==> config.mk <==
export PLATFORM = sky130hd
export DESIGN_NAME = spc_ctrl
export DESIGN_NICKNAME = d
export VERILOG_FILES = /design/src/verilog/spc_pkg.sv /design/src/verilog/spc_pin_if.sv /design/src/verilog/spc_ctrl.sv /design/src/verilog/spc_pin_drv.sv
export SDC_FILE = /design/constraint.sdc
export NUM_CORES = 1
export LEC_CHECK = 0
export ABC_CLOCK_PERIOD_IN_PS = 2000
export BUFFER_PORTS_ARGS = -buffer_cell sky130_fd_sc_hd__buf_2
export CAP_MARGIN = 30
export CORE_AREA = 2 2 74 129
export DETAILED_ROUTE_END_ITERATION = 6
export DIE_AREA = 0 0 76 131
export GPL_TIMING_DRIVEN = 0
export PLACE_DENSITY = 0.67
export SLEW_MARGIN = 20
export SYNTH_ARGS = -nofsm -noshare
export SYNTH_HDL_FRONTEND = slang
export SYNTH_SLANG_ARGS = --single-unit
==> constraint.sdc <==
create_clock -name clk -period 2 [get_ports clk]
set_clock_uncertainty 0.2 [all_clocks]
set_input_delay 0 -clock clk [delete_from_list [all_inputs] [get_ports clk]]
set_output_delay 0 -clock clk [all_outputs]
set_load 0.1 [all_outputs]
==> src/verilog/spc_pkg.sv <==
/*
 * Constants for the host-side sector protection controller: pin levels,
 * command codes and timing counts in 10 ns clock cycles.
 * Assumes a 100 MHz clock and a flash device driven by parallel pins.
 */
// How it works
// - Host holds elevated select on address pin and output enable, pulses write.
// - Verify: elevated address pin, chip select and output enable low, write high.
// - Unprotect: elevated output enable and address pin, select low, mode bit high.
// - Protect every sector before running chip unprotect.
package spc_pkg;
	localparam int CLK_NS = 10;
	localparam int SETUP_NS = 70;
	localparam int SETUP_CYC = (SETUP_NS + CLK_NS - 1) / CLK_NS;
	localparam int WPP_NS = 100;
	localparam int WPP_CYC = (WPP_NS + CLK_NS - 1) / CLK_NS;
	localparam int ACC_NS = 90;
	localparam int ACC_CYC = (ACC_NS + CLK_NS - 1) / CLK_NS;
	localparam int SLEEP_EXTRA_NS = 30;
	localparam int SLEEP_CYC = (ACC_NS + SLEEP_EXTRA_NS + CLK_NS - 1) / CLK_NS;
	localparam int TOGGLE_NS = 2000;
	localparam int TOGGLE_CYC = TOGGLE_NS / CLK_NS;
	localparam int ADDR_W = 18;
	localparam int ID_PAGE_BIT = 1;
	localparam int ID_LOW_BIT = 0;
	localparam int MODE_SEL_BIT = 6;
	localparam int SECTOR_LSB = 12;
	localparam logic [7:0] CMD_UNLOCK1 = 8'haa;
	localparam logic [7:0] CMD_UNLOCK2 = 8'h55;
	localparam logic [7:0] CMD_ID_READ = 8'h90;
	localparam logic [7:0] CMD_RESET = 8'hf0;
	localparam logic [ADDR_W-1:0] ADDR_UNLOCK1 = 18'h00555;
	localparam logic [ADDR_W-1:0] ADDR_UNLOCK2 = 18'h002aa;
	typedef enum logic [1:0] {
		SPC_OP_PROTECT = 2'b00,
		SPC_OP_VERIFY = 2'b01,
		SPC_OP_UNPROTECT = 2'b10,
		SPC_OP_QUERY = 2'b11
	} spc_op_t;
endpackage : spc_pkg
==> src/verilog/spc_pin_if.sv <==
/*
 * Carrier for one flash bus cycle between the sequencer and the pin driver.
 * Assumes both ends share the controller clock.
 */
interface spc_pin_if;
	logic start;
	logic write;
	logic hv_addr;
	logic hv_oe;
	logic [17:0] addr;
	logic [7:0] wdata;
	logic [7:0] rdata;
	logic done;
	modport seq (output start, write, hv_addr, hv_oe, addr, wdata,
		input rdata, done);
	modport drv (input start, write, hv_addr, hv_oe, addr, wdata,
		output rdata, done);
endinterface : spc_pin_if

==> src/verilog/spc_ctrl.sv <==
/*
 * Host-side sector protection controller: protects, verifies, chip
 * unprotects and queries sectors of an external parallel flash.
 * Assumes elevated-voltage switches are driven by hv_*_en outputs.
 */
module spc_ctrl (
	input wire logic clk,
	input wire logic rstn,
	input wire logic op_valid,
	input wire logic [1:0] op,
	input wire logic [5:0] sector,
	output logic op_ready,
	output logic res_valid,
	output logic res_protected,
	output logic [7:0] res_data,
	input wire logic [7:0] dq_in,
	output logic [7:0] dq_out,
	output logic dq_oe_n,
	output logic [17:0] addr,
	output logic ce_n,
	output logic oe_n,
	output logic we_n,
	output logic hv_addr_en,
	output logic hv_oe_en
);
	typedef enum logic [2:0] {
		SPC_IDLE = 3'b000,
		SPC_ISSUE = 3'b001,
		SPC_WAIT = 3'b010,
		SPC_DONE = 3'b011
	} spc_st_t;
	spc_st_t st;
	spc_pin_if pin ();
	logic [7:0] dq_meta;
	logic [7:0] dq_sync;
	spc_pkg::spc_op_t cur_op;
	logic [5:0] cur_sector;
	logic [2:0] step;
	logic [2:0] last_step;
	logic [17:0] sec_base;
	logic [5:0] sweep;
	logic sweep_more;

	////////////////////////////////////////////////////////////////////////
	// Data pins come from outside the clock domain
	always_ff @(posedge clk or negedge rstn) begin
		if (!rstn) begin
			dq_meta <= 8'h00;
			dq_sync <= 8'h00;
		end else begin
			dq_meta <= dq_in;
			dq_sync <= dq_meta;
		end
	end

	spc_pin_drv u_drv (
		.clk(clk),
		.rstn(rstn),
		.bus(pin.drv),
		.dq_sync(dq_sync),
		.ce_n(ce_n),
		.oe_n(oe_n),
		.we_n(we_n),
		.hv_addr_en(hv_addr_en),
		.hv_oe_en(hv_oe_en),
		.addr(addr),
		.dq_out(dq_out),
		.dq_oe_n(dq_oe_n)
	);

	assign op_ready = (st == SPC_IDLE);
	assign sec_base = {cur_sector, 12'h000};
	// unprotect first walks every sector through a protect pulse
	assign sweep_more = (cur_op == spc_pkg::SPC_OP_UNPROTECT)
		&& (step == 3'h0) && (sweep != 6'h3f);

	// Protect and unprotect end with a verify read of the latch;
	// query needs unlock, unlock, id command, read, reset
	always_comb begin
		unique case (cur_op)
			spc_pkg::SPC_OP_PROTECT: last_step = 3'h1;
			spc_pkg::SPC_OP_VERIFY: last_step = 3'h0;
			spc_pkg::SPC_OP_UNPROTECT: last_step = 3'h2;
			spc_pkg::SPC_OP_QUERY: last_step = 3'h4;
		endcase
	end

	////////////////////////////////////////////////////////////////////////
	// sector counter of the sweep
	always_ff @(posedge clk or negedge rstn) begin
		if (!rstn) begin
			sweep <= 6'h00;
		end else if (st == SPC_IDLE) begin
			sweep <= 6'h00;
		end else if (st == SPC_WAIT && pin.done && sweep_more) begin
			sweep <= sweep + 6'h01;
		end
	end

	////////////////////////////////////////////////////////////////////////
	always_ff @(posedge clk or negedge rstn) begin
		if (!rstn) begin
			st <= SPC_IDLE;
			cur_op <= spc_pkg::SPC_OP_PROTECT;
			cur_sector <= 6'h00;
			step <= 3'h0;
		end else begin
			unique case (st)
				SPC_IDLE: if (op_valid) begin
					cur_op <= spc_pkg::spc_op_t'(op);
					cur_sector <= sector;
					step <= 3'h0;
					st <= SPC_ISSUE;
				end
				SPC_ISSUE: st <= SPC_WAIT;
				SPC_WAIT: if (pin.done) begin
					if (sweep_more) begin
						st <= SPC_ISSUE;
					end else if (step == last_step) begin
						st <= SPC_DONE;
					end else begin
						step <= step + 3'h1;
						st <= SPC_ISSUE;
					end
				end
				SPC_DONE: st <= SPC_IDLE;
				default: st <= SPC_IDLE;
			endcase
		end
	end

	////////////////////////////////////////////////////////////////////////
	// Cycle description handed to the pin driver
	always_comb begin
		pin.start = (st == SPC_ISSUE);
		pin.write = 1'b1;
		pin.hv_addr = 1'b0;
		pin.hv_oe = 1'b0;
		pin.addr = sec_base;
		pin.wdata = 8'h00;
		unique case (cur_op)
			spc_pkg::SPC_OP_PROTECT: begin
				pin.hv_addr = 1'b1;
				if (step == 3'h0) begin
					// elevated address pin and output enable
					pin.hv_oe = 1'b1;
				end else begin
					pin.write = 1'b0;
					pin.addr[spc_pkg::ID_PAGE_BIT] = 1'b1;
					pin.addr[spc_pkg::ID_LOW_BIT] = 1'b0;
					pin.addr[spc_pkg::MODE_SEL_BIT] = 1'b0;
				end
			end
			spc_pkg::SPC_OP_VERIFY: begin
				pin.write = 1'b0;
				pin.hv_addr = 1'b1;
				pin.addr[spc_pkg::ID_PAGE_BIT] = 1'b1;
				pin.addr[spc_pkg::ID_LOW_BIT] = 1'b0;
				pin.addr[spc_pkg::MODE_SEL_BIT] = 1'b0;
			end
			spc_pkg::SPC_OP_UNPROTECT: begin
				pin.hv_addr = 1'b1;
				if (step == 3'h0) begin
					pin.hv_oe = 1'b1;
					pin.addr = {sweep, 12'h000};
				end else if (step == 3'h1) begin
					pin.hv_oe = 1'b1;
					pin.addr[spc_pkg::MODE_SEL_BIT] = 1'b1;
				end else begin
					pin.write = 1'b0;
					pin.addr[spc_pkg::ID_PAGE_BIT] = 1'b1;
					pin.addr[spc_pkg::ID_LOW_BIT] = 1'b0;
					pin.addr[spc_pkg::MODE_SEL_BIT] = 1'b0;
				end
			end
			spc_pkg::SPC_OP_QUERY: begin
				unique case (step)
					3'h0: begin
						pin.addr = spc_pkg::ADDR_UNLOCK1;
						pin.wdata = spc_pkg::CMD_UNLOCK1;
					end
					3'h1: begin
						pin.addr = spc_pkg::ADDR_UNLOCK2;
						pin.wdata = spc_pkg::CMD_UNLOCK2;
					end
					3'h2: begin
						pin.addr = spc_pkg::ADDR_UNLOCK1;
						pin.wdata = spc_pkg::CMD_ID_READ;
					end
					3'h3: begin
						// page bit high avoids id codes
						pin.write = 1'b0;
						pin.addr[spc_pkg::ID_PAGE_BIT] = 1'b1;
						pin.addr[spc_pkg::ID_LOW_BIT] = 1'b0;
					end
					default: pin.wdata = spc_pkg::CMD_RESET;
				endcase
			end
		endcase
	end

	////////////////////////////////////////////////////////////////////////
	always_ff @(posedge clk or negedge rstn) begin
		if (!rstn) begin
			res_valid <= 1'b0;
			res_protected <= 1'b0;
			res_data <= 8'h00;
		end else begin
			res_valid <= 1'b0;
			if (st == SPC_WAIT && pin.done && !pin.write) begin
				res_data <= pin.rdata;
				res_protected <= pin.rdata[0];
			end
			if (st == SPC_DONE) begin
				res_valid <= 1'b1;
			end
		end
	end
endmodule : spc_ctrl

==> src/verilog/spc_pin_drv.sv <==
/*
 * Runs one read or write cycle on the flash pins with fixed setup, pulse
 * and access times. Assumes data inputs are already synchronised.
 */
module spc_pin_drv (
	input wire logic clk,
	input wire logic rstn,
	spc_pin_if.drv bus,
	input wire logic [7:0] dq_sync,
	output logic ce_n,
	output logic oe_n,
	output logic we_n,
	output logic hv_addr_en,
	output logic hv_oe_en,
	output logic [17:0] addr,
	output logic [7:0] dq_out,
	output logic dq_oe_n
);
	typedef enum logic [1:0] {
		SPC_D_IDLE = 2'b00,
		SPC_D_SETUP = 2'b01,
		SPC_D_PULSE = 2'b10,
		SPC_D_HOLD = 2'b11
	} spc_drv_st_t;
	spc_drv_st_t st;
	logic [7:0] cnt;
	logic wr;

	////////////////////////////////////////////////////////////////////////
	always_ff @(posedge clk or negedge rstn) begin
		if (!rstn) begin
			st <= SPC_D_IDLE;
			cnt <= 8'h00;
			wr <= 1'b0;
			bus.done <= 1'b0;
		end else begin
			bus.done <= 1'b0;
			unique case (st)
				SPC_D_IDLE: if (bus.start) begin
					wr <= bus.write;
					cnt <= 8'(spc_pkg::SETUP_CYC);
					st <= SPC_D_SETUP;
				end
				SPC_D_SETUP: if (cnt == 8'h00) begin
					cnt <= wr ? 8'(spc_pkg::WPP_CYC) : 8'(spc_pkg::ACC_CYC + 2);
					st <= SPC_D_PULSE;
				end else begin
					cnt <= cnt - 8'h01;
				end
				SPC_D_PULSE: if (cnt == 8'h00) begin
					cnt <= 8'(spc_pkg::SETUP_CYC);
					st <= SPC_D_HOLD;
				end else begin
					cnt <= cnt - 8'h01;
				end
				SPC_D_HOLD: if (cnt == 8'h00) begin
					bus.done <= 1'b1;
					st <= SPC_D_IDLE;
				end else begin
					cnt <= cnt - 8'h01;
				end
			endcase
		end
	end

	// Read data captured at the end of the access window
	always_ff @(posedge clk or negedge rstn) begin
		if (!rstn) begin
			bus.rdata <= 8'h00;
		end else if (st == SPC_D_PULSE && cnt == 8'h00 && !wr) begin
			bus.rdata <= dq_sync;
		end
	end

	////////////////////////////////////////////////////////////////////////
	always_ff @(posedge clk or negedge rstn) begin
		if (!rstn) begin
			ce_n <= 1'b1;
			oe_n <= 1'b1;
			we_n <= 1'b1;
			hv_addr_en <= 1'b0;
			hv_oe_en <= 1'b0;
			addr <= '0;
			dq_out <= 8'h00;
			dq_oe_n <= 1'b1;
		end else if (st == SPC_D_IDLE) begin
			ce_n <= 1'b1;
			oe_n <= 1'b1;
			we_n <= 1'b1;
			dq_oe_n <= 1'b1;
			hv_addr_en <= 1'b0;
			hv_oe_en <= 1'b0;
			if (bus.start) begin
				hv_addr_en <= bus.hv_addr;
				hv_oe_en <= bus.hv_oe;
				addr <= bus.addr;
				dq_out <= bus.wdata;
				dq_oe_n <= !bus.write;
				ce_n <= 1'b0;
			end
		end else begin
			ce_n <= 1'b0;
			// output enable low, write high on reads
			oe_n <= wr || st == SPC_D_HOLD;
			we_n <= !(wr && st == SPC_D_SETUP && cnt == 8'h00)
				&& !(wr && st == SPC_D_PULSE && cnt != 8'h00);
		end
	end
endmodule : spc_pin_drv

Yosys cells after proc, flatten, opt, wreduce, memory -nomap -nowiden
Cells that the tools add are included.

Reduce and logical (&&, ||, !) cells: 35. Add/subtract/negate cells: 3. Muxes and demuxes: 54. Equality and inequality tests: 23.

Operators with widths (number): $pmux 8 s4 (2); $mux 8 (5); $pmux 16 s2 (1); $pmux 11 s2 (1); $mux 2 (9); $mux 3 (6); $mux 1 (17); $pmux 2 s4 (2); $eq 3x2->1 const B (4); $logic_and 1x1->1 (12); $mux 6 (2); $pmux 3 s4 (1); $mux 11 (1); $ne 2x2->1 const B (5); $pmux 3 s3 (1); $eq 2x2->1 const B (4); $logic_not 8->1 (1); $ne 2x1->1 const B (4); $reduce_and 2->1 (4); $reduce_bool 8->1 (1); $sub 8x1->8 const B (1); $add 6x1->6 const B (1); $eq 3x1->1 const B (2); $logic_not 3->1 (2); other kinds (18) (26).

Word-level logic and storage cells: 138. Input port bits: 19. Output and inout port bits: 43. Register bits after elaboration: 98.

Longest topological paths before layout
Depth after elaboration: 7. Depth in mapped cells: 7. Gate-level depth less buffers: 6.

Modules after synthesis
From an unflattened synthesis, not the netlist that was laid out.

Cell total of the unflattened synthesis: 352. Area, all modules: 4344.2 sq um.

By module, submodules not included: spc_pin_drv (times used 1, cells each 163, area an instance 2228.4 sq um, seq. area each 1306.3 sq um); spc_ctrl (times used 1, cells each 189, area an instance 2115.8 sq um, seq. area each 1101.1 sq um).

Least setup slack after synthesis
Ideal clock, no wire load.

Path type: reg-to-reg. From: register st[1]. To: register sweep[0]. Path buffers: 1. Cell stages (with the launch flop): 4. Clock period less this slack: 2404 ps. Arrival time: 2007 ps. Slack: -404 ps. Setup time: 198 ps. Required time: 1602 ps. Path through: dfrtp_1 -> buf_2 -> nor2_1 -> nor2_1.

Elaborated cells between the ends (all ways): 6. Those cells by class: 1 x eq/ne; 1 x mux; 4 x reduce/logical.

RTL lines: from (decl) (line spc_ctrl.sv:32) `spc_st_t st;`; from (signal assigned) (line spc_ctrl.sv:103) `st <= SPC_IDLE;`; from (signal assigned) (line spc_ctrl.sv:113) `st <= SPC_ISSUE;`; from (signal assigned) (line spc_ctrl.sv:115) `SPC_ISSUE: st <= SPC_WAIT;`; $logic_not 3->1 (*); via op_ready (line spc_ctrl.sv:12) `output logic op_ready,`; $mux 6 or $reduce_bool 2->1 (tied branches); to (signal assigned) (line spc_ctrl.sv:96) `sweep <= sweep + 6'h01;`; to (decl) (line spc_ctrl.sv:41) `logic [5:0] sweep;`.

The timed path passes the listed nets; every way through them passes the cells marked *. A chain may end at the register's enable or synchronous reset.

Final worst setup path
From: register u_drv.cnt[1]. To: register u_drv.bus.rdata[0].

Cells in the longest elaborated chain, start to end: 3.

RTL lines: from (decl) (line spc_pin_drv.sv:26) `logic [7:0] cnt;`; from (signal assigned) (line spc_pin_drv.sv:41) `cnt <= 8'(spc_pkg::SETUP_CYC);`; from (signal assigned) (line spc_pin_drv.sv:45) `cnt <= wr ? 8'(spc_pkg::WPP_CYC) : 8'(spc_pkg::ACC_CYC + 2);`; from (signal assigned) (line spc_pin_drv.sv:48) `cnt <= cnt - 8'h01;`; $logic_not 8->1 (line spc_pin_drv.sv:70) `end else if (st == SPC_D_PULSE && cnt == 8'h00 && !wr) begin`; $logic_and 1x1->1 (2 in series) (line spc_pin_drv.sv:70); to (signal assigned) (line spc_pin_drv.sv:71) `bus.rdata <= dq_sync;`; to (decl) (line spc_pin_if.sv:17) `output rdata, done);`.

Every way passes these cells.

==> impl_results.md <==
* Simple-gate share of the synthesized area at 0.125
* CP startpoint: u_drv.cnt[1]$_DFFE_PN0P_
* Most common cell after layout, fill and taps aside: dfrtp_1
* FF+latch count, synth at a little under 90
* Synth Area in Adders at 0.0352
* Slew @ Worst Pin at roughly 0.56 ns
* Compound-Gate Fraction of Synth Area at 0.135
* Largest fanout of any net on the critical path at 8
* First-pass DRT Iterations at 5
* Final setup fails at 13
* First-pass GRT wire length at 14.4 mm
* Asr flop ratio synth at 1.00
* Vias in the first global route at 2,946
* Worst r2r path cells at 6
* Peak Freq at between 400 and 500 MHz
* Tmin final at ~2 ns
* Final RePlAce weighted congestion at 0.844
* H-Tree Depth at 3
* Syn nets at 361
* Max-slew violations at 0
* Arrival time worst endpoint at 2.07 ns
* Initial antenna violation count at 0
* Routed wire length at just over 9 mm
* Multiplexer share of the synthesized area at 0.0806
* Via Count at between 2,000 and 3,000
* Maximum capacitance violations at 0
* Count of cell types in the netlist at 63
* TritonCTS Buffers at 9
* Core ar. at 8920 sq um
* P&R area growth vs syn at 36.9%
* Routed length per instance at 16.0 um
* Synthesized area per cell at 11.8 sq um
* Vias per cell at ~5.3
* Largest net degree at the start of global routing at 46
* Slew headroom at 0.626
* Worst skew pair latency at around 0.34 ns
* # fillers at 716
* Largest family of logic cells by synthesized area: compound AO/OA/AOI/OAI gates
* Post-place instance area at 4430 sq um
* Initial core utilization at 0.439
* Post-synthesis xor/xnor area fraction at 0.00895
* Row cnt at 46
* Worst Path Required at 2.02 ns
* Critical path startpoint category: flip-flop
* CTS tree: yes
* Number of synthesis warnings at 0
* GRT Residual Overflow at 0
* Die height at 131 um
* CTS root buffer: clkbuf_16
* Clock Path Buffers at 2
* Final hold slack at a little over 0.00009 ns
* Share of cells above drive strength 1 at 0.449
* Die area at between 9000 and 10,000 sq um
* Fin crit share at 1.03
* Worst Setup Slack, final at -0.0514 ns
* Port Buffers at 60
* Worst setup path endpoint: u_drv.bus.rdata[0]$_DFFE_PN0P_
* Sink Count at 88
* Sequential element share of the synthesized area at 0.564
* Final hold violations at 0
* Cell area after synthesis at 3910 sq um
* Post-Syn Instances at about 330
* Type of the worst min-delay path: input port to asynchronous set/reset pin
* Setup CP Type: flip-flop to flip-flop
* DP Wirelength at 6.02 mm
* DRT iter0 DRCs at 205
* RSZ-0062 raised after global routing: true
* Die Width at 76 um
* Status: complete, but fails checks
* Reg2reg end: u_drv.bus.rdata[0]$_DFFE_PN0P_
* Most frequent cells in the layout: dfrtp_1 (80), buf_2 (61), buf_4 (31)
* Final ANT Viol Nets at 0
* Top FF cell, synth: dfrtp_1
* # IOs at 62
* Post-synth EDFFs at 0
* Residual DRC at 0
* CP Capture Type: flip-flop
* Failing checks: negative setup slack
* N_diodes at 0
* GRT Resource Usage Total at 0.185
* Reg clk slew, reported paths at 0.06 ns
* Total Nets Final at 473
* RR Startpoint: u_drv.cnt[1]$_DFFE_PN0P_
* Reg2reg setup slack at -0.05 ns
* Design Area, Final at 5360 sq um
state kept, by name, indices dropped and copies added, names as in the netlist, 6 cells and up:
name and flops:
u_drv.bus.rdata 8, u_drv.dq_out 6, res_data 8, dq_sync 8, u_drv.cnt 8, sweep 6
cur_sector 6, dq_meta 8, u_drv.addr 12
layer usage:
metal	share of wire	up-vias	global-route usage
met5	0	-	0
met4	0.033	0	0.0941
met3	0.037	22	0.0398
met2	0.56	82	0.345
met1	0.37	1483	0.198
li1	-	1401	-
layout make-up:
cell class	count	area [sq um]	area share
Clock buffer	10	239	0.0446
Buffer	19	134	0.0250
Clock inverter	6	72.6	0.0136
Multi-Input combinational cell	206	1770	0.331
Sequential cell	88	2210	0.413
Timing Repair Buffer	103	711	0.133
Tap cell	120	150	0.0280
Inverter	16	62.6	0.0117
logic make-up (layout without fill, tap and decap cells):
kind of cell,count (synthesis),after routing
buffers and inverters,37,154
xor gates and xnor gates,4,4
DFF,88,88
other,1,1
AOI/OAI and AO/OA,74,74
adders and majority gates,11,11
and+or+nand+nor,88,88
muxes,28,28
through the flow:
stage	TNS (ns)	std cells	utilization	worst slack [ns]
floorplan	-0.00762	331	-	-0.00762
global placement	-5.54	511	0.493	-0.206
detailed placement	-6.67	512	0.496	-0.202
CTS	-0.341	563	0.582	-0.0640
global route	-1.38	568	0.600	-0.117
finish	-0.303	568	0.600	-0.0514
cells in the mapped netlist, types with 4 or more instances:
cell type / n / share of area
dfrtp_1: 84 / 0.54
nand2_1: 27 / 0.026
mux2_2: 24 / 0.069
nor2_1: 19 / 0.018
inv_1: 16 / 0.015
o21ai_0: 14 / 0.018
a21oi_1: 11 / 0.014
ha_1: 11 / 0.035
buf_4: 9 / 0.017
a22oi_1: 7 / 0.013
clkbuf_1: 7 / 0.0067
o31ai_1: 7 / 0.013
or4_1: 7 / 0.013
nor3_1: 6 / 0.0077
a21o_1: 5 / 0.0096
dfstp_2: 4 / 0.027
nand2b_1: 4 / 0.0064
o22ai_1: 4 / 0.0064
timing repair:
item / 4_1_cts / 5_1_grt
endpoints found under the hold margin: 102 / 0
hold buffers: 18 / 0
setup endpoints to repair: 46 / 40
gates resized for setup: 32 / 35
pin swaps: 11 / 9
setup buffers: 18 / 6
critical path, stage by stage, from the launching register on:
cell	delay [ns]
dfrtp_1	0.41
inv_2	0.08
ha_4	0.15
or3b_4	0.40
nor2_4	0.18
nand3b_4	0.18
mux2_4	0.33
worst min path at each step:
stage | cells after the start | slack (ns) | start | endpoint
floorplan | 0 | -0.50 | rstn | cur_op[0]$_DFFE_PN0P_
global placement | 1 | -0.09 | dq_in[3] | dq_meta[3]$_DFF_PN0_
detailed placement | 1 | -0.17 | rstn | u_drv.addr[13]$_DFFE_PN0P_
CTS | 2 | 0.007 | rstn | u_drv.addr[13]$_DFFE_PN0P_
global route | 2 | 0.04 | rstn | u_drv.addr[13]$_DFFE_PN0P_
finish | 2 | 0.00009 | rstn | u_drv.addr[13]$_DFFE_PN0P_
Power is not shown: default switching activity piles up to over one toggle a cycle in this logic, so the estimate is an artifact.
